$ cat src/hw/pwm_timer_pkg.sv
package pwm_timer_pkg;
    localparam int NUM_MATCH = 7;
    localparam int NUM_OUT   = 6;
    localparam int CNT_W     = 32;

    // register byte offsets
    localparam logic [7:0] OFS_IR    = 8'h00;
    localparam logic [7:0] OFS_TCR   = 8'h04;
    localparam logic [7:0] OFS_TC    = 8'h08;
    localparam logic [7:0] OFS_PR    = 8'h0C;
    localparam logic [7:0] OFS_PC    = 8'h10;
    localparam logic [7:0] OFS_MCR   = 8'h14;
    localparam logic [7:0] OFS_MR0   = 8'h18;
    localparam logic [7:0] OFS_CTCR  = 8'h34;
    localparam logic [7:0] OFS_PCR   = 8'h4C;
    localparam logic [7:0] OFS_LER   = 8'h50;
    localparam logic [7:0] OFS_IMASK = 8'h54;

    // control register fields
    localparam int TCR_EN_BIT    = 0;
    localparam int TCR_RST_BIT   = 1;
    localparam int TCR_PWMEN_BIT = 3;
    localparam int MCR_INT_BIT   = 0;
    localparam int MCR_RST_BIT   = 1;
    localparam int MCR_STOP_BIT  = 2;
    localparam int CTCR_SRC_BIT  = 2;
    localparam int PCR_SEL_LO    = 2;
    localparam int PCR_ENA_LO    = 9;

    localparam logic [31:0] RST_VAL = 32'h0000_0000;

    // counter modes
    typedef enum logic [1:0] {
        MODE_TIMER,
        MODE_RISE,
        MODE_FALL,
        MODE_BOTH
    } cnt_mode_t;
endpackage : pwm_timer_pkg

$ cat src/hw/pwm_edge_detect.sv
`timescale 1ns/10ps
`default_nettype none
module pwm_edge_detect
    import pwm_timer_pkg::*;
(
    input  wire logic       clk,
    input  wire logic       rst_n,
    input  wire logic       ce,
    input  wire logic       sig,
    input  wire cnt_mode_t  mode,
    output logic            tick
);
    logic sig_r;

    always_ff @(posedge clk) begin
        if (!rst_n) begin
            sig_r <= 1'b0;
        end else if (ce) begin
            sig_r <= sig;
        end
    end

    always_comb begin
        case (mode)
            MODE_RISE: tick = sig & ~sig_r;
            MODE_FALL: tick = ~sig & sig_r;
            MODE_BOTH: tick = sig ^ sig_r;
            default:   tick = 1'b0;
        endcase
    end
endmodule // pwm_edge_detect
`default_nettype wire

$ cat src/hw/match_based_pwm_timer.sv
// Operation
// - A count equal to the period match register resets the count and starts a new cycle.
// - A single-edge output uses the period register plus one own match register for its edge.
// - Single-edge outputs go high at each period match unless held constant low.
// - A double-edge output uses the period register plus two match registers for its edges.
// - One match sets the rising edge, the other the falling edge, giving either pulse polarity.
// - Seven match registers serve up to six single-edge or three double-edge outputs or a mix.
// - Each match may continue, stop or reset the timer and may raise an interrupt.
// - In PWM mode, new match values take effect only after software releases them, at the cycle boundary.
// - With PWM mode off the block is a plain 32-bit timer/counter with a 32-bit prescaler.
// - The counter counts either the clock or edges on a selected capture input.
// - Period and width are any count, and all outputs share one period.
//
// Implementation choices: the register addresses and the APB slave port.
`timescale 1ns/10ps
`default_nettype none
module match_based_pwm_timer
    import pwm_timer_pkg::*;
#(
    parameter int NCAP = 2
) (
    input  wire logic                 CLK,
    input  wire logic                 RESETN,
    input  wire logic                 CE,
    input  wire logic                 PSEL,
    input  wire logic                 PENABLE,
    input  wire logic                 PWRITE,
    input  wire logic [7:0]           PADDR,
    input  wire logic [31:0]          PWDATA,
    output logic      [31:0]          PRDATA,
    output logic                      PREADY,
    output logic                      PSLVERR,
    input  wire logic [NCAP-1:0]      CAP_IN,
    output logic      [NUM_OUT-1:0]   PWM_OUT,
    output logic                      IRQ
);
    // only one or two capture inputs feed the edge selector
    if (NCAP < 1 || NCAP > 2) begin : g_ncap_check
        $error("NCAP must be 1 or 2");
    end

    // every output needs its own edge match next to the period match
    if (NUM_OUT >= NUM_MATCH || PCR_ENA_LO + NUM_OUT > 15
        || 3 * NUM_MATCH > 32) begin : g_size_check
        $error("output and match counts do not fit the register fields");
    end

    logic [NUM_MATCH-1:0]      ir_r;
    logic [NUM_MATCH-1:0]      imask_r;
    logic [3:0]                tcr_r;
    logic [CNT_W-1:0]          tc_r;
    logic [CNT_W-1:0]          pr_r;
    logic [CNT_W-1:0]          pc_r;
    logic [3*NUM_MATCH-1:0]    mcr_r;
    logic [3:0]                ctcr_r;
    logic [14:0]               pcr_r;
    logic [NUM_MATCH-1:0]      ler_r;
    logic [CNT_W-1:0]          shadow_r [NUM_MATCH];
    logic [CNT_W-1:0]          match_r  [NUM_MATCH];
    logic [NUM_OUT-1:0]        out_r;

    logic                      wr;
    logic                      rd_ok;
    logic [31:0]               rd_data;
    logic                      tick;
    logic                      pre_done;
    logic                      step;
    logic [NUM_MATCH-1:0]      hit;
    logic                      hit_rst;
    logic                      hit_stop;
    logic                      cap_sel;
    cnt_mode_t                 cnt_mode;
    logic                      cnt_ev;
    logic                      cnt_src;
    logic                      cycle_start;
    logic [NUM_MATCH-1:0]      mr_wr;
    logic [NUM_OUT-1:0]        out_set;
    logic [NUM_OUT-1:0]        out_clr;

    function automatic logic is_mr(input logic [7:0] a);
        return a >= OFS_MR0 && a < OFS_MR0 + 8'(4 * NUM_MATCH) && a[1:0] == 2'b00;
    endfunction

    function automatic int mr_idx(input logic [7:0] a);
        return int'((a - OFS_MR0) >> 2);
    endfunction

    // a completed write access to one register offset
    function automatic logic reg_wr(input logic [7:0] a);
        return wr && PADDR == a;
    endfunction

    assign PREADY  = 1'b1;
    assign wr      = PSEL & PENABLE & PWRITE & CE;
    assign PSLVERR = PSEL & PENABLE & ~rd_ok;

    // address decode and read mux
    always_comb begin
        rd_ok   = 1'b1;
        rd_data = 32'h0000_0000;
        if (is_mr(PADDR) && PADDR[1:0] == 2'b00) begin
            rd_data = shadow_r[mr_idx(PADDR)];
        end else begin
            case (PADDR)
                OFS_IR:    rd_data = 32'(ir_r);
                OFS_TCR:   rd_data = 32'(tcr_r);
                OFS_TC:    rd_data = tc_r;
                OFS_PR:    rd_data = pr_r;
                OFS_PC:    rd_data = pc_r;
                OFS_MCR:   rd_data = 32'(mcr_r);
                OFS_CTCR:  rd_data = 32'(ctcr_r);
                OFS_PCR:   rd_data = 32'(pcr_r);
                OFS_LER:   rd_data = 32'(ler_r);
                OFS_IMASK: rd_data = 32'(imask_r);
                default:   rd_ok   = 1'b0;
            endcase
        end
    end

    always_ff @(posedge CLK) begin
        if (!RESETN) begin
            PRDATA <= RST_VAL;
        end else if (CE && PSEL && !PENABLE && !PWRITE) begin
            PRDATA <= rd_data;
        end
    end

    // counter source: clock or capture-input edges
    assign cnt_mode = cnt_mode_t'(ctcr_r[1:0]);
    assign cap_sel  = (NCAP > 1) ? CAP_IN[NCAP-1] & ctcr_r[CTCR_SRC_BIT] : 1'b0;
    assign cnt_src  = ctcr_r[CTCR_SRC_BIT] ? cap_sel : CAP_IN[0];

    pwm_edge_detect u_edge (
        .clk   (CLK),
        .rst_n (RESETN),
        .ce    (CE),
        .sig   (cnt_src),
        .mode  (cnt_mode),
        .tick  (tick)
    );

    // prescaler gates the timer increment
    assign pre_done = (pc_r == pr_r);
    assign cnt_ev   = tcr_r[TCR_EN_BIT] & ((cnt_mode == MODE_TIMER) | tick);
    assign step     = cnt_ev & ~tcr_r[TCR_RST_BIT] & pre_done;

    // match compare against the active values
    always_comb begin
        hit_rst  = 1'b0;
        hit_stop = 1'b0;
        for (int i = 0; i < NUM_MATCH; i++) begin
            hit[i] = step & (tc_r == match_r[i]);
            if (hit[i] && mcr_r[3*i+MCR_RST_BIT]) hit_rst = 1'b1;
            if (hit[i] && mcr_r[3*i+MCR_STOP_BIT]) hit_stop = 1'b1;
        end
        if (tcr_r[TCR_PWMEN_BIT] && hit[0]) hit_rst = 1'b1;
    end

    // a new pwm cycle starts on the period match or on a counter reset
    assign cycle_start = hit[0] | tcr_r[TCR_RST_BIT];

    // per-register match write strobes
    always_comb begin
        for (int i = 0; i < NUM_MATCH; i++) begin
            mr_wr[i] = wr && is_mr(PADDR) && mr_idx(PADDR) == i;
        end
    end

    always_ff @(posedge CLK) begin
        if (!RESETN) begin
            pc_r <= RST_VAL;
        end else if (CE) begin
            if (wr && PADDR == OFS_PC) begin
                pc_r <= PWDATA;
            end else if (tcr_r[TCR_RST_BIT]) begin
                pc_r <= RST_VAL;
            end else if (cnt_ev) begin
                pc_r <= pre_done ? RST_VAL : pc_r + 32'h0000_0001;
            end
        end
    end

    always_ff @(posedge CLK) begin
        if (!RESETN) begin
            tc_r <= RST_VAL;
        end else if (CE) begin
            if (wr && PADDR == OFS_TC) begin
                tc_r <= PWDATA;
            end else if (tcr_r[TCR_RST_BIT] || hit_rst) begin
                tc_r <= RST_VAL;
            end else if (step) begin
                tc_r <= tc_r + 32'h0000_0001;
            end
        end
    end

    always_ff @(posedge CLK) begin
        if (!RESETN) begin
            tcr_r <= 4'h0;
        end else if (CE) begin
            if (wr && PADDR == OFS_TCR) begin
                tcr_r <= PWDATA[3:0];
            end else if (hit_stop) begin
                tcr_r[TCR_EN_BIT] <= 1'b0;
            end
        end
    end

    always_ff @(posedge CLK) begin
        if (!RESETN) begin
            pr_r <= RST_VAL;
        end else if (reg_wr(OFS_PR)) begin
            pr_r <= PWDATA;
        end
    end

    always_ff @(posedge CLK) begin
        if (!RESETN) begin
            mcr_r <= '0;
        end else if (reg_wr(OFS_MCR)) begin
            mcr_r <= PWDATA[3*NUM_MATCH-1:0];
        end
    end

    always_ff @(posedge CLK) begin
        if (!RESETN) begin
            ctcr_r <= 4'h0;
        end else if (reg_wr(OFS_CTCR)) begin
            ctcr_r <= PWDATA[3:0];
        end
    end

    always_ff @(posedge CLK) begin
        if (!RESETN) begin
            pcr_r <= '0;
        end else if (reg_wr(OFS_PCR)) begin
            pcr_r <= PWDATA[14:0];
        end
    end

    always_ff @(posedge CLK) begin
        if (!RESETN) begin
            imask_r <= '0;
        end else if (reg_wr(OFS_IMASK)) begin
            imask_r <= PWDATA[NUM_MATCH-1:0];
        end
    end

    // software writes land in the shadow copy
    always_ff @(posedge CLK) begin
        if (!RESETN) begin
            for (int i = 0; i < NUM_MATCH; i++) begin
                shadow_r[i] <= RST_VAL;
            end
        end else if (CE) begin
            for (int i = 0; i < NUM_MATCH; i++) begin
                if (mr_wr[i]) begin
                    shadow_r[i] <= PWDATA;
                end
            end
        end
    end

    // active copy: direct outside pwm mode, released values at a cycle start in it
    always_ff @(posedge CLK) begin
        if (!RESETN) begin
            for (int i = 0; i < NUM_MATCH; i++) begin
                match_r[i] <= RST_VAL;
            end
        end else if (CE) begin
            for (int i = 0; i < NUM_MATCH; i++) begin
                if (!tcr_r[TCR_PWMEN_BIT]) begin
                    match_r[i] <= mr_wr[i] ? PWDATA : shadow_r[i];
                end else if (ler_r[i] && cycle_start) begin
                    match_r[i] <= shadow_r[i];
                end
            end
        end
    end

    // release bits stay armed until the next cycle start
    always_ff @(posedge CLK) begin
        if (!RESETN) begin
            ler_r <= '0;
        end else if (CE) begin
            if (reg_wr(OFS_LER)) begin
                ler_r <= ler_r | PWDATA[NUM_MATCH-1:0];
            end else if (cycle_start) begin
                ler_r <= '0;
            end
        end
    end

    // pwm outputs n = 1..6; select bit 2 belongs to output 2, double-edge uses match n-1 and n
    always_comb begin
        out_set = '0;
        out_clr = '0;
        for (int n = 1; n <= NUM_OUT; n++) begin
            if (n >= 2 && pcr_r[PCR_SEL_LO+n-2]) begin
                out_clr[n-1] = hit[n];
                out_set[n-1] = hit[n-1];
            end else begin
                out_clr[n-1] = hit[n];
                out_set[n-1] = hit[0] && match_r[n] != RST_VAL;
            end
        end
    end

    // clear wins when both edges fall on one count
    always_ff @(posedge CLK) begin
        if (!RESETN) begin
            out_r <= '0;
        end else if (CE && tcr_r[TCR_PWMEN_BIT]) begin
            for (int n = 0; n < NUM_OUT; n++) begin
                if (out_clr[n]) begin
                    out_r[n] <= 1'b0;
                end else if (out_set[n]) begin
                    out_r[n] <= 1'b1;
                end
            end
        end
    end

    // gated by per-output enables; six outputs from seven matches
    assign PWM_OUT = out_r & pcr_r[PCR_ENA_LO +: NUM_OUT];

    // sticky interrupt flags, write one to clear, set wins
    always_ff @(posedge CLK) begin
        if (!RESETN) begin
            ir_r <= '0;
        end else if (CE) begin
            for (int i = 0; i < NUM_MATCH; i++) begin
                if (hit[i] && mcr_r[3*i+MCR_INT_BIT]) begin
                    ir_r[i] <= 1'b1;
                end else if (wr && PADDR == OFS_IR && PWDATA[i]) begin
                    ir_r[i] <= 1'b0;
                end
            end
        end
    end

    assign IRQ = |(ir_r & imask_r);
endmodule // match_based_pwm_timer
`default_nettype wire

$ cat config.mk
export PLATFORM = sky130hd
export DESIGN_NAME = match_based_pwm_timer
export DESIGN_NICKNAME = d
export VERILOG_FILES = /design/src/hw/pwm_timer_pkg.sv /design/src/hw/pwm_edge_detect.sv /design/src/hw/match_based_pwm_timer.sv
export SDC_FILE = /design/constraint.sdc
export NUM_CORES = 2
export LEC_CHECK = 0
export ABC_CLOCK_PERIOD_IN_PS = 4600
export BUFFER_PORTS_ARGS = -buffer_cell sky130_fd_sc_hd__buf_2
export CORE_UTILIZATION = 29
export DETAILED_ROUTE_END_ITERATION = 10
export SLEW_MARGIN = 20
export SYNTH_ARGS = -nofsm -noshare
export SYNTH_HDL_FRONTEND = slang
export SYNTH_SLANG_ARGS = --single-unit
$ cat constraint.sdc
create_clock -name CLK -period 4.6 [get_ports CLK]
set_input_delay 0.23 -clock CLK [delete_from_list [all_inputs] [get_ports CLK]]
set_output_delay 0.23 -clock CLK [all_outputs]
set_load 0.005 [all_outputs]
==> flow_metrics.py <==
metrics = {
    "outcome": {
        "status": "completed",
    },
    "sta": {
        "period_share_pct": 81.9,
        "fin_setup_tns_ns": 0,
        "drv_slew": 0,
        "period_minus_slack_ns": 3.77,
        "rsz0062_at_grt": "false",
        "skew_ns": 0.0394,
        "slew_headroom_pct": 19.5,
        "max_freq_ghz": 0.265,
        "hold_viol": 0,
        "worst_pin_slew_ns": 1.20,
        "setup_viol": 0,
    },
    "route": {
        "first_pass_iters": 7,
        "drc": 0,
        "routed_wl_um": 163000,
        "num_vias": 29082,
        "wl_per_cell_um": 33.5,
        "drtAntennaViolNets": 0,
        "via_per_inst": 6.00,
        "drtIter0Drc": 5074,
    },
    "floorplanning": {
        "dieArea_um2": 114000,
        "fp.dieW_um": 338,
        "die_h_um": 338,
        "initial_core_util_pct": 29.4,
        "coreArea_um2": 111000,
        "rows": 122,
        "io_pins": 89,
    },
    "cts": {
        "cts_tree": "built",
        "clk-insertion-delay-late_ns": 0.67,
        "cts_setup_buffers": 0,
        "clkSinkCount": 648,
        "htree_num_levels": 3,
        "clk_pin_slew_ns": 0.06,
        "cts-root-buf": "clkbuf_16",
        "ctsHoldBuffers": 4,
        "cts_buffer_depth": 3,
        "cts_resized": 0,
        "cts_buffers": 75,
    },
    "global_routing": {
        "antenna_found_initial": 23,
        "grt_pass1_vias": 27089,
        "grt.overflow.total": 0,
        "track_usage_pct": 27.6,
        "grt_max_degree": 75,
        "grt_pass1_wl_um": 222000,
    },
    "placed_design": {
        "portBuffers": 87,
        "gp_congestion": 1.04,
        "place.detailed.hpwl_um": 118000,
    },
    "worst_setup_path": {
        "crit_family": "compound AO/OA/AOI/OAI gates",
        "crit_end": "match_r[1][29]$_SDFFCE_PN0P_",
        "cp-end-kind": "register",
        "rr_endpoint": "match_r[1][29]$_SDFFCE_PN0P_",
        "cp.arrival_ns": 4.16,
        "worst_path_most_repeated_cell": "mux2i_1",
        "path_depth": 10,
        "cp.required_ns": 4.99,
        "ff2ff_path_depth": 10,
        "cp_max_fo": 32,
        "r2r_slack_ns": 0.83,
        "crit_chain": "mux2i_1 > ha_1 > inv_1 > mux2i_1 > a21oi_1 > or4b_4 > o21ai_4 > and2_4 > a21oi_4 > a32o_1",
        "critPathBufInv": 1,
        "slowest_stage": "or4b_4",
        "crit_path_start_kind": "register",
        "crit-reg2reg-launch": "ctcr_r[2]$_SDFFE_PN0P_",
        "setup.worst_path.start": "ctcr_r[2]$_SDFFE_PN0P_",
        "max_stage_delay_ns": 0.61,
        "crit_type": "register to register",
    },
    "synthesis": {
        "ys_dominant_reg_cell": "edfxtp_1",
        "syn_nets": 3310,
        "synth.avg_cell_area_um2": 10.1,
        "synthTopCellsByArea": "edfxtp_1, dfxtp_1, xnor2_1",
        "async_reset_ff_share_pct": 0,
        "synth_top_area_share_pct": 41.1,
        "ys.warnings.count": 0,
        "synthCells": 3257,
        "synth-seq-area-share_pct": 53.3,
        "netlist_area_um2": 32800,
        "yosys_register_bits": 648,
        "netlist-cell-type-count": 76,
        "synth-edff-count": 448,
        "yosysTopAreaCell": "edfxtp_1",
    },
    "power": {
        "power_frac_seq_pct": 48.2,
        "ir_drop_mv": 0.327,
        "p_comb_share_pct": 8.7,
        "power_density_nw_per_um2": 371,
        "total_power_mw": 14.0,
        "pwr-share-clk_pct": 43.1,
        "leakage_nw": 12.8,
        "p_sw_mw": 3.77,
        "intPower_mw": 10.3,
        "switching_share_pct": 26.9,
    },
    "cells_and_area": {
        "layout.nets": 3352,
        "area_growth_pct": 15.5,
        "final_common_cell": "edfxtp_1",
        "final_cell_mix": "edfxtp_1, nand2_1, nor2_1",
        "drive_gt1_share_pct": 12.4,
    },
    "job": {
        "maxCapViolations": 0,
    },
    "worst_hold_path": {
        "worst_hold_path_type": "input port to register",
    },
}
metrics by stage:
step | instances | instance area, um^2 | worst slack, ns | utilization, % | hold slack, ns
after floorplan | 3257 | 32800 | 0.560 | - | 0.347
after global placement | 4706 | 35400 | 0.986 | 31.8 | 0.452
after detailed placement | 4706 | 35400 | 0.941 | 31.8 | 0.451
after CTS | 4845 | 37800 | 0.905 | 34.0 | 0.00129
after global routing | 4845 | 37800 | 0.710 | 34.0 | 0.0299
final | 4851 | 37900 | 0.831 | 34.0 | 0.0297
state kept, by name (all words and copies together), names as in the netlist:
name	count
u_edge.sig_r	1
pr_r	32
pc_r	32
PRDATA	32
mcr_r	21
shadow_r	224
match_r	224
out_r	6
ler_r	7
ctcr_r	4
ir_r	7
imask_r	7
pcr_r	15
tc_r	32
tcr_r	4
cell families after synthesis:
| group | Yosys count | share of synthesized area [%] |
|---|---|---|
| and+or+nand+nor | 1173 | 15.9 |
| buffers and inverters | 320 | 4.23 |
| AOI/OAI and AO/OA | 725 | 14.5 |
| xor gates and xnor gates | 282 | 7.54 |
| other | 1 | 0.0114 |
| DFF | 648 | 53.3 |
| adders and majority gates | 5 | 0.191 |
| muxes | 103 | 4.37 |
per-layer routing:
layer | vias to the layer above | track usage (%) | part of all wire, %
met5 | - | 0 | 0.048
met4 | 12 | 17.3 | 7.3
met3 | 450 | 7.79 | 12
met2 | 2114 | 41.6 | 43
met1 | 14519 | 34.8 | 38
li1 | 11987 | - | -
worst register-to-register path, cell delays in order (launching register included):
cell     delay, ns
dfxtp_1       0.39
mux2i_1       0.31
ha_1          0.28
inv_1         0.06
mux2i_1       0.06
a21oi_1       0.40
or4b_4        0.61
o21ai_4       0.48
and2_4        0.30
a21oi_4       0.27
a32o_1        0.38
cell usage after synthesis, drive strengths merged (8+ instances only):
cell	count
o21ai	213
a32o	37
a221oi	11
nand4	76
a211oi	40
mux4	32
nand3	57
a21oi	189
mux2i	71
a22oi	63
clkbuf	171
a222oi	21
o211ai	11
o2bb2ai	37
dfxtp	200
xnor2	206
and3	21
nor4	90
a32oi	12
inv	52
edfxtp	448
xor2	76
nand2	446
nor2	383
buf	97
a22o	8
nor3	49
and2	13
o22ai	11
a31oi	10
o221ai	23
power groups by stage:
stage	sequential, mW	clock [mW]	combinational (mW)
global route	6.76	6.27	1.25
finish	6.76	6.05	1.23
CTS	6.75	6.06	1.19
floorplan	6.72	0	0.610
detailed placement	6.87	0	1.19
global placement	6.87	0	1.18
cell type report:
| class | instances | area [um^2] |
|---|---|---|
| fillers | 11290 | 73400 |
| flip-flops and latches | 648 | 17500 |
| multi-input cells | 2289 | 14100 |
| clock buffers | 103 | 2090 |
| well taps | 1488 | 1860 |
| repair buffers | 233 | 1810 |
| clock inverters | 32 | 317 |
| inverters | 52 | 200 |
| diodes | 6 | 15.0 |
worst min-delay path by stage:
stage | start | to | slack [ns] | cells past startpoint
after CTS | PWDATA[16] | mcr_r[16]$_SDFFE_PN0P_ | 0.001 | 3
after global routing | PWDATA[19] | mcr_r[19]$_SDFFE_PN0P_ | 0.03 | 3
after global placement | tcr_r[2]$_SDFFE_PN0P_ | tcr_r[2]$_SDFFE_PN0P_ | 0.45 | 2
final | PWDATA[16] | mcr_r[16]$_SDFFE_PN0P_ | 0.03 | 3
after floorplan | PWDATA[22] | tc_r[22]$_SDFFE_PN0P_ | 0.35 | 2
after detailed placement | pcr_r[8]$_SDFFE_PN0P_ | pcr_r[8]$_SDFFE_PN0P_ | 0.45 | 2
Power figures use the tool's default switching activity.
